$ cat src/cet_pkg.sv
// Purpose: shared types and constants for the core execution timing block
// Assumes: single processor clock, local bus at core frequency
// Notes:   cycle figures are counts of processor clocks
package cet_pkg;

  // instruction classes presented to the timing unit
  typedef enum logic [3:0] {
    CET_OP_ALU,        // plain single cycle op
    CET_OP_BRANCH,     // any branch
    CET_OP_MUL,        // multiply
    CET_OP_MAC,        // multiply accumulate or negative mac
    CET_OP_LOAD,       // scalar load
    CET_OP_STORE,      // scalar store
    CET_OP_STCX,       // store conditional word
    CET_OP_STRING,     // string or multiple access
    CET_OP_DIV         // divide, timing owned elsewhere
  } cet_op_type;

  // branch resolution classes
  typedef enum logic [2:0] {
    CET_BR_KNOWN_NT,   // known not taken
    CET_BR_KNOWN_T,    // known taken, target resolved
    CET_BR_KNOWN_T_UR, // known taken, target unresolved
    CET_BR_PRED_NT,    // predicted not taken
    CET_BR_PRED_T      // predicted taken
  } cet_br_type;

  // one instruction issued to the timing unit
  typedef struct packed {
    cet_op_type  op;          // instruction class
    cet_br_type  br;          // branch class
    logic        br_miss;     // prediction was wrong
    logic        br_late;     // resolved or predicted during decode
    logic        br_adj;      // no instruction between producer and branch
    logic [31:0] src_a;       // multiplier operand a
    logic [31:0] src_b;       // multiplier operand b
    logic        dep_mul;     // operand depends on in-flight multiply
    logic        acc_fwd;     // accumulate operand is previous mac result
    logic        hit;         // cache or fill buffer hit
    logic        uses_load;   // consumes data of the pending load
    logic [31:0] addr;        // byte address of string access
    logic [6:0]  nbytes;      // string length in bytes
  } cet_instr_type;

  // per instruction timing result
  typedef struct packed {
    logic       done;         // instruction retired
    logic [5:0] cycles;       // cycles charged to it
  } cet_retire_type;

  localparam logic [5:0] CET_CYC_ONE    = 6'h01; // basic cycle
  localparam logic [5:0] CET_CYC_TWO    = 6'h02; // two cycle case
  localparam logic [5:0] CET_CYC_THREE  = 6'h03; // three cycle case
  localparam logic [3:0] CET_MISS_FWD   = 4'h6;  // miss penalty, forwarding
  localparam logic [3:0] CET_MISS_NOFWD = 4'h7;  // miss penalty, no forward
  localparam logic [1:0] CET_STQ_DEPTH  = 2'h3;  // store queue entries
  localparam logic [3:0] CET_STQ_DRAIN  = 4'h6;  // cycles per queued store
  localparam logic [2:0] CET_MUL_ISS_HH = 3'h1;  // half x half issue
  localparam logic [2:0] CET_MUL_LAT_HH = 3'h2;  // half x half latency
  localparam logic [2:0] CET_MUL_ISS_HW = 3'h2;  // half x word issue
  localparam logic [2:0] CET_MUL_LAT_HW = 3'h3;  // half x word latency
  localparam logic [2:0] CET_MUL_ISS_WW = 3'h4;  // word x word issue
  localparam logic [2:0] CET_MUL_LAT_WW = 3'h5;  // word x word latency
  localparam int         CET_HALF_BITS  = 16;    // halfword width

endpackage

$ cat src/cet_mul_timer.sv
// Purpose: issue rate and latency of the shared multiplier
// Assumes: one operation offered per start pulse
// Notes:   computes cycle charge only, products are not formed here
`timescale 1ns/1ns
module cet_mul_timer (
  input  wire logic        clk_i,      // processor clock
  input  wire logic        sys_rst_i,  // synchronous reset
  input  wire logic        ce_i,       // clock enable
  input  wire logic        start_i,    // accept operation
  input  wire logic        is_mac_i,   // mac or negative mac
  input  wire logic [31:0] a_i,        // operand a
  input  wire logic [31:0] b_i,        // operand b
  input  wire logic        dep_i,      // depends on in-flight result
  input  wire logic        acc_fwd_i,  // accumulate chain forward
  output logic      [5:0]  cycles_o,   // cycles for this operation
  output logic             busy_o      // multiplier holds an operation
);
  import cet_pkg::*;

  logic [2:0] left;       // cycles until multiplier empties
  logic       small_a;    // operand a fits a halfword
  logic       small_b;    // operand b fits a halfword
  logic [2:0] iss;        // issue rate of this op
  logic [2:0] lat;        // latency of this op

  // upper half only sign extends the lower half
  function automatic logic is_half(input logic [31:0] v);
    is_half = (v[31:CET_HALF_BITS] == {CET_HALF_BITS{v[CET_HALF_BITS-1]}});
  endfunction

  // size detection, smaller operand steers the count
  always_comb begin
    small_a = is_half(a_i); // RULE_11
    small_b = is_half(b_i); // RULE_11
    if (is_mac_i || (small_a && small_b)) begin
      iss = CET_MUL_ISS_HH; // RULE_12 RULE_13
      lat = CET_MUL_LAT_HH;
    end else if (small_a || small_b) begin
      iss = CET_MUL_ISS_HW; // RULE_10 RULE_14
      lat = CET_MUL_LAT_HW;
    end else begin
      iss = CET_MUL_ISS_WW; // RULE_15
      lat = CET_MUL_LAT_WW;
    end
  end

  // pick issue rate or latency
  always_comb begin
    if (left != 3'h0 && (!dep_i || acc_fwd_i)) begin
      cycles_o = {3'h0, iss}; // RULE_16 RULE_17
    end else begin
      cycles_o = {3'h0, lat}; // RULE_16
    end
  end

  assign busy_o = (left != 3'h0); // RULE_09

  // occupancy of the single shared pipeline
  always_ff @(posedge clk_i) begin
    if (sys_rst_i) begin
      left <= 3'h0;
    end else if (ce_i) begin
      if (start_i) begin
        left <= lat; // RULE_09
      end else if (left != 3'h0) begin
        left <= left - 3'h1;
      end
    end
  end
endmodule

$ cat src/cet_store_queue.sv
// Purpose: occupancy of the data cache store queue
// Assumes: queued stores drain to the local bus one at a time
// Notes:   holds counts only, no store data
`timescale 1ns/1ns
module cet_store_queue (
  input  wire logic       clk_i,      // processor clock
  input  wire logic       sys_rst_i,  // synchronous reset
  input  wire logic       ce_i,       // clock enable
  input  wire logic       push_i,     // store enters queue
  output logic            full_o,     // no room for another store
  output logic      [1:0] count_o     // stores held
);
  import cet_pkg::*;

  logic [1:0] count;      // entries held
  logic [1:0] next_count; // entries after this edge
  logic [3:0] drain;      // cycles left on head store
  logic       full;       // every entry taken

  // full is a flop so the port and the refusal agree in every cycle
  assign full_o  = full; // RULE_22
  assign count_o = count;

  // head store leaves when its drain ends, a new store may enter
  always_comb begin
    next_count = count;
    if (count != 2'h0 && drain == 4'h1) begin
      next_count = count - 2'h1;
    end
    if (push_i && !full) begin
      next_count = next_count + 2'h1; // RULE_22
    end
  end

  // entry count, full flag and drain timer
  always_ff @(posedge clk_i) begin
    if (sys_rst_i) begin
      count <= 2'h0;
      full  <= 1'b0;
      drain <= 4'h0;
    end else if (ce_i) begin
      count <= next_count;
      full  <= (next_count == CET_STQ_DEPTH); // RULE_22
      if (count == 2'h0 || drain == 4'h1) begin
        drain <= CET_STQ_DRAIN;
      end else if (drain != 4'h0) begin
        drain <= drain - 4'h1;
      end
    end
  end
endmodule

$ cat src/cet_core_timing.sv
// Purpose: cycle timing of the in-order execution pipeline
// Assumes: local bus at core frequency, address ack in request cycle
// Notes:   each accepted instruction is charged a cycle count
//
// Function
// [RULE_01] in order; hits single cycle except noted
// [RULE_02] known not-taken branch takes one cycle
// [RULE_03] resolved taken: one early, two in decode
// [RULE_04] unresolved taken: two separated, three adjacent
// [RULE_05] correct not-taken prediction takes one cycle
// [RULE_06] mispredicted not-taken: two or three cycles
// [RULE_07] correct taken prediction: one or two cycles
// [RULE_08] mispredicted taken: two or three cycles
// [RULE_09] all multiplies share one pipelined multiplier
// [RULE_10] smaller operand found and swapped internally
// [RULE_11] sign extended word counts as halfword
// [RULE_12] mac issue one, latency two
// [RULE_13] half by half issue one, latency two
// [RULE_14] half by word issue two, latency three
// [RULE_15] word by word issue four, latency five
// [RULE_16] independent ops use issue rate, else latency; code charges latency to any op that enters an empty multiplier
// [RULE_17] accumulate chaining forwarded at issue rate
// [RULE_18] cache or fill buffer load hit one cycle
// [RULE_19] load use forwarding makes load two cycles
// [RULE_20] load miss six penalty forwarded, else seven
// [RULE_21] independent instructions continue during load miss
// [RULE_22] store misses queued, three deep, one cycle
// [RULE_23] aligned store conditional takes two cycles
// [RULE_24] string split: edges one cycle, words one
`timescale 1ns/1ns
module cet_core_timing (
  input  wire logic                   clk_i,     // processor clock
  input  wire logic                   sys_rst_i, // synchronous reset
  input  wire logic                   ce_i,      // clock enable
  input  wire logic                   valid_i,   // instruction offered
  input  wire cet_pkg::cet_instr_type instr_i,   // instruction fields
  input  wire logic                   fwd_en_i,  // operand forwarding on
  output logic                        ready_o,   // can accept instruction
  output cet_pkg::cet_retire_type     retire_o,  // retire pulse and cost
  output logic                        load_pend_o, // load miss in flight
  output logic                        stq_full_o   // store queue full
);
  import cet_pkg::*;

  typedef enum logic [1:0] {
    CET_ST_IDLE,      // accepting instructions
    CET_ST_BUSY,      // counting out multi cycle instruction
    CET_ST_WAIT_LOAD  // consumer stalled on pending load
  } cet_state_type;

  cet_state_type state;        // pipeline state
  cet_state_type next_state;   // next pipeline state
  logic [5:0]    cost;         // cycles for the offered instruction
  logic [5:0]    remain;       // cycles left on current instruction
  logic [5:0]    held_cost;    // cost latched for retire report
  logic [3:0]    load_left;    // miss penalty cycles outstanding
  logic [5:0]    mul_cycles;   // multiplier charge
  logic          mul_busy;     // multiplier occupied
  logic          stq_full;     // store queue full
  logic [1:0]    stq_count;    // stores in queue
  logic          accept;       // instruction taken this cycle
  logic          stall_load;   // consumer of pending load offered
  logic          last_load;    // previous instruction was a load hit
  logic          is_mulop;     // offered op uses multiplier
  logic          is_miss_load; // offered load misses

  // cycles for a branch from its resolution class
  function automatic logic [5:0] br_cycles(input cet_instr_type i);
    case (i.br)
      CET_BR_KNOWN_NT: br_cycles = CET_CYC_ONE; // RULE_02
      CET_BR_KNOWN_T: begin
        br_cycles = i.br_late ? CET_CYC_TWO : CET_CYC_ONE; // RULE_03
      end
      CET_BR_KNOWN_T_UR: begin
        br_cycles = i.br_adj ? CET_CYC_THREE : CET_CYC_TWO; // RULE_04
      end
      CET_BR_PRED_NT: begin
        if (!i.br_miss) begin
          br_cycles = CET_CYC_ONE; // RULE_05
        end else begin
          br_cycles = i.br_adj ? CET_CYC_THREE : CET_CYC_TWO; // RULE_06
        end
      end
      CET_BR_PRED_T: begin
        if (!i.br_miss) begin
          br_cycles = i.br_late ? CET_CYC_TWO : CET_CYC_ONE; // RULE_07
        end else begin
          br_cycles = i.br_adj ? CET_CYC_THREE : CET_CYC_TWO; // RULE_08
        end
      end
      default: br_cycles = CET_CYC_ONE;
    endcase
  endfunction

  // cycles for a string access: leading, words, trailing
  function automatic logic [5:0] str_cycles(input cet_instr_type i);
    logic [7:0] last;
    logic [5:0] words;
    last = {6'h00, i.addr[1:0]} + {1'b0, i.nbytes} - 8'h01;
    if (i.nbytes == 7'h00) begin
      words = 6'h00;
    end else begin
      words = last[7:2] + 6'h01; // RULE_24
    end
    str_cycles = (words == 6'h00) ? CET_CYC_ONE : words;
  endfunction

  assign is_mulop     = (instr_i.op == CET_OP_MUL)
                        || (instr_i.op == CET_OP_MAC);
  assign is_miss_load = (instr_i.op == CET_OP_LOAD) && !instr_i.hit;
  assign stall_load   = instr_i.uses_load && (load_left != 4'h0); // RULE_21
  assign accept       = ce_i && valid_i && ready_o && !stall_load
                        && !(instr_i.op == CET_OP_STORE && stq_full);
  // queue flag is already a flop, shown as is so refusal is visible
  assign stq_full_o   = stq_full; // RULE_22

  // shared multiplier timing
  cet_mul_timer u_mul (
    .clk_i     (clk_i),
    .sys_rst_i (sys_rst_i),
    .ce_i      (ce_i),
    .start_i   (accept && is_mulop),       // RULE_09
    .is_mac_i  (instr_i.op == CET_OP_MAC),
    .a_i       (instr_i.src_a),
    .b_i       (instr_i.src_b),
    .dep_i     (instr_i.dep_mul),
    .acc_fwd_i (instr_i.acc_fwd),
    .cycles_o  (mul_cycles),
    .busy_o    (mul_busy)
  );

  // queue for store misses
  cet_store_queue u_stq (
    .clk_i     (clk_i),
    .sys_rst_i (sys_rst_i),
    .ce_i      (ce_i),
    .push_i    (accept && instr_i.op == CET_OP_STORE && !instr_i.hit),
    .full_o    (stq_full),
    .count_o   (stq_count)
  );

  // cost of the offered instruction
  always_comb begin
    case (instr_i.op)
      CET_OP_BRANCH: cost = br_cycles(instr_i);
      CET_OP_MUL,
      CET_OP_MAC:    cost = mul_cycles;           // RULE_12
      CET_OP_LOAD:   cost = CET_CYC_ONE;          // RULE_18 RULE_21
      CET_OP_STORE:  cost = CET_CYC_ONE;          // RULE_22
      CET_OP_STCX:   cost = CET_CYC_TWO;          // RULE_23
      CET_OP_STRING: cost = str_cycles(instr_i);  // RULE_24
      default:       cost = CET_CYC_ONE;          // RULE_01
    endcase
    // load use forwarding adds one latency cycle to the consumer
    if (last_load && instr_i.uses_load) begin
      cost = cost + CET_CYC_ONE;                  // RULE_19
    end
  end

  // state transitions
  always_comb begin
    next_state = state;
    case (state)
      CET_ST_IDLE: begin
        if (ce_i && valid_i && stall_load) begin
          next_state = CET_ST_WAIT_LOAD;          // RULE_21
        end else if (accept && cost > CET_CYC_ONE) begin
          next_state = CET_ST_BUSY;
        end
      end
      CET_ST_BUSY: begin
        if (remain == CET_CYC_ONE) begin
          next_state = CET_ST_IDLE;
        end
      end
      CET_ST_WAIT_LOAD: begin
        if (accept && cost > CET_CYC_ONE) begin
          next_state = CET_ST_BUSY;               // released consumer
        end else if (load_left == 4'h0) begin
          next_state = CET_ST_IDLE;
        end
      end
      default: next_state = CET_ST_IDLE;
    endcase
  end

  // state register, one instruction at a time keeps order
  always_ff @(posedge clk_i) begin
    if (sys_rst_i) begin
      state <= CET_ST_IDLE;
    end else if (ce_i) begin
      state <= next_state; // RULE_01
    end
  end

  // remaining cycles of a multi cycle instruction
  always_ff @(posedge clk_i) begin
    if (sys_rst_i) begin
      remain    <= 6'h00;
      held_cost <= 6'h00;
    end else if (ce_i) begin
      if (accept) begin
        remain    <= cost - CET_CYC_ONE;
        held_cost <= cost;
      end else if (remain != 6'h00) begin
        remain <= remain - 6'h01;
      end
    end
  end

  // pending load miss penalty counter
  always_ff @(posedge clk_i) begin
    if (sys_rst_i) begin
      load_left <= 4'h0;
    end else if (ce_i) begin
      if (accept && is_miss_load) begin
        load_left <= fwd_en_i ? CET_MISS_FWD : CET_MISS_NOFWD; // RULE_20
      end else if (load_left != 4'h0) begin
        load_left <= load_left - 4'h1;
      end
    end
  end

  // remembers a load hit for the next consumer
  always_ff @(posedge clk_i) begin
    if (sys_rst_i) begin
      last_load <= 1'b0;
    end else if (ce_i && accept) begin
      last_load <= (instr_i.op == CET_OP_LOAD) && instr_i.hit; // RULE_19
    end
  end

  // registered outputs
  always_ff @(posedge clk_i) begin
    if (sys_rst_i) begin
      ready_o     <= 1'b1;
      retire_o    <= '0;
      load_pend_o <= 1'b0;
    end else if (ce_i) begin
      ready_o     <= (next_state == CET_ST_IDLE) ||
                     (next_state == CET_ST_WAIT_LOAD);
      load_pend_o <= (load_left > 4'h1) || (accept && is_miss_load);
      // retire once the last cycle is charged
      if (accept && cost == CET_CYC_ONE) begin
        retire_o <= '{done: 1'b1, cycles: cost};
      end else if (state == CET_ST_BUSY && remain == CET_CYC_ONE) begin
        retire_o <= '{done: 1'b1, cycles: held_cost};
      end else begin
        retire_o <= '{done: 1'b0, cycles: 6'h00};
      end
    end
  end

endmodule

$ cat config.mk
export PLATFORM = sky130hd
export DESIGN_NAME = cet_core_timing
export DESIGN_NICKNAME = d
export VERILOG_FILES = /design/src/cet_pkg.sv /design/src/cet_mul_timer.sv /design/src/cet_store_queue.sv /design/src/cet_core_timing.sv
export SDC_FILE = /design/constraint.sdc
export NUM_CORES = 1
export LEC_CHECK = 0
export BUFFER_PORTS_ARGS = -buffer_cell sky130_fd_sc_hd__buf_2
export CORE_AREA = 2 2 111 113
export DETAILED_ROUTE_END_ITERATION = 6
export DIE_AREA = 0 0 113 115
export GPL_TIMING_DRIVEN = 0
export PLACE_DENSITY = 0.63
export SETUP_SLACK_MARGIN = 0.1
export SLEW_MARGIN = 20
export SYNTH_ARGS = -nofsm -noshare
export SYNTH_HDL_FRONTEND = slang
export SYNTH_SLANG_ARGS = --single-unit
$ cat constraint.sdc
create_clock -name clk_i -period 5 [get_ports clk_i]
set_input_delay 0.5 -clock clk_i [delete_from_list [all_inputs] [get_ports clk_i]]
set_output_delay 0.5 -clock clk_i [all_outputs]
set_load 0.01 [all_outputs]
# After elaboration in Yosys (flattened, before gate mapping)
# Cells that the tools add are included.
dict set report op_classes {
  n_eq_ne 20
  n_mux 34
  n_addsub 11
  reduce_logical 55
  n_lt_le_gt_ge 2
}
# op count
set op_table {}
lappend op_table {{2-to-1 mux 6 bit} 6}
lappend op_table {{== test 16 bit} 2}
lappend op_table {{case mux 6 bit (4 select lines)} 1}
lappend op_table {{logical AND 1 bit} 22}
lappend op_table {{2-to-1 mux 3 bit} 7}
lappend op_table {{2-to-1 mux 2 bit} 10}
lappend op_table {{== test 4 x 3 -> 1 bit, second input constant} 4}
lappend op_table {{2-to-1 mux 4 bit} 4}
lappend op_table {{2-to-1 mux 7 bit} 2}
lappend op_table {{adder 6 x 1 -> 6 bit, second input constant} 2}
lappend op_table {{== test 6 x 1 -> 1 bit, second input constant} 2}
lappend op_table {{subtractor 6 x 1 -> 6 bit, second input constant} 2}
lappend op_table {{AND reduction 2 bit} 5}
lappend op_table {{nonzero test 2 bit} 5}
lappend op_table {{adder 2 x 7 -> 8 bit} 1}
lappend op_table {{== test 4 x 1 -> 1 bit, second input constant} 2}
lappend op_table {{== test 4 x 2 -> 1 bit, second input constant} 2}
lappend op_table {{case mux 2 bit (4 select lines)} 1}
lappend op_table {{nonzero test 4 bit} 2}
lappend op_table {{subtractor 4 x 1 -> 4 bit, second input constant} 2}
lappend op_table {{subtractor 8 x 1 -> 8 bit, second input constant} 1}
lappend op_table {{zero test 7 bit} 1}
lappend op_table {{logical OR 1 bit} 7}
lappend op_table {{== test 2 bit, second input constant} 3}
lappend op_table {{18 further kinds} 26}
dict set report word_totals {
  out_inout_bits 10
  in_bits 122
  regBits 38
}

# Longest topological paths before layout
dict set report logic_depth {
  depth_word 17
  ltp_mapped 20
}

# Hierarchy
# Synthesis repeated with hierarchy kept, for this count alone.
dict set report hier_totals {
  hier_cells 429
  area_unflattened_um2 3340.7
}
# module cells_per_inst n_inst seq_area_each_um2 area_each_um2
set modules_own_cells {}
lappend modules_own_cells {cet_core_timing 303 1 560.5 2377.3}
lappend modules_own_cells {cet_store_queue 59 1 140.1 495.5}
lappend modules_own_cells {cet_mul_timer 67 1 60.1 467.9}

# Least setup slack after synthesis
# No wires, ideal clock.
dict set report synth_path {
  kind {input to register}
  start {input port instr_i[1] (netlist bit)}
  end {register retire_o[0] (netlist bit)}
  slack_ns 0.659
  arrival_time_ns 4.219
  stages 20
  cell_sequence {inv_1 ha_1 o21ba_2 fa_1 nand2b_1 a21o_1 xor2_2 and4_1 o311ai_2 o211ai_2 nand2_1 ha_1 nor2_1 a31oi_1 inv_1 ha_1 and2_1 nand4_1 and2_4 o311a_1}
}
dict set report synth_between {
  elab_chain_len 13
  elab_cells_between_ends 14
  cone_classes {add/sub (4); eq/ne (1); mux (6); reduce/logical (3)}
}
# element line
set synth_lines {}
lappend synth_lines {{from (decl)} cet_core_timing.sv:36} ;# input wire cet_pkg::cet_instr_type instr_i,
lappend synth_lines {{adder 2 x 7 -> 8 bit} cet_core_timing.sv:99} ;# last = {6'h00, i.addr[1:0]} + {1'b0, i.nbytes} - 8'h01;
lappend synth_lines {{subtractor 8 x 1 -> 8 bit} cet_core_timing.sv:99}
lappend synth_lines {{adder 6 x 1 -> 6 bit} cet_core_timing.sv:103} ;# words = last[7:2] + 6'h01;
lappend synth_lines {{2-to-1 mux 6 bit *} cet_core_timing.sv:100} ;# if (i.nbytes == 7'h00) begin
lappend synth_lines {{2-to-1 mux 6 bit *} cet_core_timing.sv:144} ;# case (instr_i.op)
lappend synth_lines {{zero test 6 bit} cet_core_timing.sv:105} ;# str_cycles = (words == 6'h00) ? CET_CYC_ONE : words;
lappend synth_lines {{2-to-1 mux 6 bit *} cet_core_timing.sv:105}
lappend synth_lines {{case mux 6 bit (4 select lines) *} cet_core_timing.sv:144}
lappend synth_lines {{adder 6 x 1 -> 6 bit} cet_core_timing.sv:156} ;# cost = cost + CET_CYC_ONE;
lappend synth_lines {{2-to-1 mux 6 bit *} cet_core_timing.sv:155} ;# if (last_load && instr_i.uses_load) begin
lappend synth_lines {{== test 6 x 1 -> 1 bit} cet_core_timing.sv:244} ;# if (accept && cost == CET_CYC_ONE) begin
lappend synth_lines {{logical AND 1 bit} cet_core_timing.sv:244}
lappend synth_lines {{2-to-1 mux 7 bit *} cet_core_timing.sv:244}
lappend synth_lines {{to (signal assigned)} cet_core_timing.sv:245} ;# retire_o <= '{done: 1'b1, cycles: cost};
lappend synth_lines {{to (signal assigned)} cet_core_timing.sv:247} ;# retire_o <= '{done: 1'b1, cycles: held_cost};
lappend synth_lines {{to (signal assigned)} cet_core_timing.sv:249} ;# retire_o <= '{done: 1'b0, cycles: 6'h00};
lappend synth_lines {{to (decl)} cet_core_timing.sv:39} ;# output cet_pkg::cet_retire_type retire_o,
# Every way passes the cells marked *; elsewhere a longest branch is shown, timed or not. The select of a mux whose other input is x is not followed.
# A chain may end at the register's enable or synchronous reset.

# Final worst setup path
# Ends and elaborated chain as after synthesis.

==> flow_summary.ini <==
[run_status]
status = complete, but fails checks
violations = DRC

[cells_and_area]
insertedDiodeCount = 0
fin_util_pct = 35.3
nets = 676
nFillCells = 1232
drive_gt1_share_pct = 20.2
syn_to_final_growth_pct = 19.8

[setup_path]
worstSetupEndpointType = flop
crit_buf_inv = 3
critical_path.top_delay_family = simple AND/OR/NAND/NOR gates
slowest_delay_ns = 0.40
crit_type = in -> reg
critPathRequiredTime_ns = 5.16
cp.arrival_ns = 4.83
cpMostUsedCell = ha_1
path_max_fanout = 6
path_cells = buf_2 > inv_1 > ha_1 > o21ba_2 > fa_1 > nand2b_1 > a21o_1 > xor2_2 > and4_1 > o311ai_2 > o211ai_4 > nand2_1 > ha_1 > nor2_1 > a31oi_1 > inv_1 > ha_1 > and2_1 > nand4_1 > and2_4 > o311a_1
slowest_stage = fa_1
cp-start-kind = input pin

[pwr]
p_switching_w = 0.000513
swShare_pct = 39.5
p_comb_share_pct = 46.2
clockPowerShare_pct = 23.1
cellLeakagePower_nw = 1.69
pwr-share-seq_pct = 30.7
p_int_w = 0.000785
vdd_ir_drop_max_v = 0.000127
p_per_area_nw_per_um2 = 311

[logic_synthesis]
synth_compound_area_share_pct = 26.9
synth_cells = 451
syn_area_per_cell_sq_um = 7.72
syn_nets = 597
syn-cell-area_sq_um = 3480
synth.distinct_cells = 85
synthArstFlopShare_pct = 0
ys_ff_latch = 38
synth-edff-count = 0
yosys_most_used_dff = dfxtp_1
synth_top_family_by_area = simple AND/OR/NAND/NOR gates
yosys_warnings = 0
synthXorXnorAreaFrac_pct = 4.89
synth_fa_ha_area_share_pct = 8.84
yosys.area.top_type = dfxtp_1
yosysSeqAreaShare_pct = 21.9
synth.top_cells.by_area = dfxtp_1 (22%), ha_1 (8.3%), nor2_1 (5.2%)
ys_top_cells_by_count = nor2_1 (48), nand2_1 (47), dfxtp_1 (38)
synth_top_area_share_pct = 21.9
synth_most_common_cell = nor2_1
synth_simple_gate_area_share_pct = 31.9
synthMuxAreaShare_pct = 0.863

[timing]
slew_violations = 0
worst_slew_pin_slew_ns = 0.787
fin_crit_ns = 4.66
max-slew-margin-rel_pct = 47.4
fin_skew_ns = 0.00493
rsz0062_at_grt = false
hold_viol_final = 0
setup-violations-final = 0
setup_tns_ns = 0
min_period_over_period_pct = 93.2
fmax_mhz = 215

[place]
place_hpwl_um = 7280
gp_congestion = 0.860
io_buffers = 71

[global_routing]
grt_pass1_wl_um = 15500
grt_antenna_before_repair = 0
groute.usage.overall_pct = 14.1
gr-total-overflow = 0
grt_pass1_vias = 3518
grt_max_degree = 12

[routing]
drtPass1Iterations = 6
met1_length_um = 4120
highest_layer = met4
drt-initial-drc-count = 141
drc_errors = 7
dr_wl_met3_um = 352
vias = 3583
drt-wirelength-per-cell_um = 13.5
ant_nets = 0
dr_wl_met2_um = 4570
routed_wl_um = 9170
avgViaCountPerCell = 5.29

[min_path]
min_path_type = reg -> reg

[floorplanning]
core_sq_um = 11800
die_x_um = 113
num_rows = 40
dieArea_sq_um = 13000
io_pins = 132
die_h_um = 115
initial_utilization_pct = 29.5

[clock_network]
path_clk_slew_ns = 0.05
htreeDepth = 2
cts_made_buffers = 5
clkLatencyLatePin_ns = 0.28
cts-root-buf = clkbuf_16
clockBufferDepth = 2
cts.sinks = 38
cts_tree = done

[flow_run]
maxCapViolations = 0
stage by stage:
stage / hold WS, ns / instance area (sq um) / setup slack (ns) / instances / power, W
2_1_floorplan: 0.432 / 3480 / 0.659 / 451 / 0.000851
3_3_place_gp: 0.450 / 4020 / 0.0794 / 669 / 0.000976
3_5_place_dp: 0.458 / 4020 / -0.0305 / 669 / 0.000997
4_1_cts: 0.465 / 4160 / 0.247 / 676 / 0.00130
5_1_grt: 0.485 / 4170 / 0.146 / 677 / 0.00141
6_report: 0.465 / 4170 / 0.339 / 677 / 0.00130
power by group through the flow:
stage	sequential, W	clock (W)	combinational, W
floorplan	0.000396	0	0.000455
global placement	0.000402	0	0.000573
detailed placement	0.000404	0	0.000593
CTS	0.000398	0.000306	0.000597
global route	0.000405	0.000318	0.000684
finish	0.000398	0.000300	0.000600
routing by layer:
metal	vias to the layer above	track usage, %
li1	1833	-
met1	1675	17.1
met2	60	26.3
met3	15	1.79
met4	0	3.90
met5	-	0
placed cells by master, fill, tap and decap left out, types with 11 or more instances in the layout:
cell and count:
a21oi_1 32, nand2_1 47, nor3_1 11, nand4_1 13
clkbuf_1 12, dfxtp_1 38, buf_2 72, o21ai_0 18
nor2_1 48, inv_1 30, nand3_1 15, ha_1 23
cell families after synthesis:
logic type,Yosys count
fa+ha+maj,24
simple gates,203
compound gates,122
xor+xnor,17
buf+inv,44
mux,3
flops,38
path summary, 6_finish.rpt:
path / slack [ns] / end / cells after the start / from
setup / recovery: 0.34 / retire_o[0]$_SDFFE_PP0P_ / 21 / instr_i[1]
hold / removal: 0.46 / retire_o[5]$_SDFFE_PP0P_ / 2 / retire_o[5]$_SDFFE_PP0P_
setup reg to reg: 1.19 / retire_o[0]$_SDFFE_PP0P_ / 16 / u_mul.left[0]$_SDFFE_PP0P_
hold reg to reg: 0.46 / retire_o[5]$_SDFFE_PP0P_ / 2 / retire_o[5]$_SDFFE_PP0P_
worst register-to-register path, stage by stage, from the launching register on:
cell       delay, ns
dfxtp_1         0.33
inv_1           0.06
ha_1            0.19
ha_1            0.21
a21oi_1         0.24
a2111oi_1       0.12
nor4_4          0.58
nand2_1         0.11
ha_1            0.31
nor2_1          0.11
a31oi_1         0.08
inv_1           0.17
ha_1            0.21
and2_1          0.17
nand4_1         0.26
and2_4          0.26
o311a_1         0.28
layout make-up:
cell class | instances | area (sq um) | share of cell area, %
Clock buffer | 5 | 125 | 3.00
Clock inverter | 2 | 10.0 | 0.240
Multi-Input combinational cell | 369 | 2560 | 61.4
Inverter | 30 | 113 | 2.70
Timing Repair Buffer | 72 | 363 | 8.70
Sequential cell | 38 | 761 | 18.2
Tap cell | 147 | 184 | 4.41
Buffer | 14 | 53.8 | 1.29
flip-flops by register name, summed over array words and instances, names as in the netlist:
| name | count |
|---|---|
| u_stq.drain | 4 |
| retire_o | 7 |
| ready_o | 1 |
| remain | 6 |
| load_left | 4 |
| state | 2 |
| load_pend_o | 1 |
| last_load | 1 |
| u_stq.full_o | 1 |
| u_mul.left | 3 |
| held_cost | 6 |
| u_stq.count_o | 2 |
timing repair:
item | in CTS | in global routing
endpoints found under the setup margin | 0 | 2
buffers inserted | 0 | 1
hold endpoints to repair | 0 | 0
hold buffers | 0 | 0
resized for setup | 0 | 1
No activity file was read; power rests on OpenSTA's default activity.
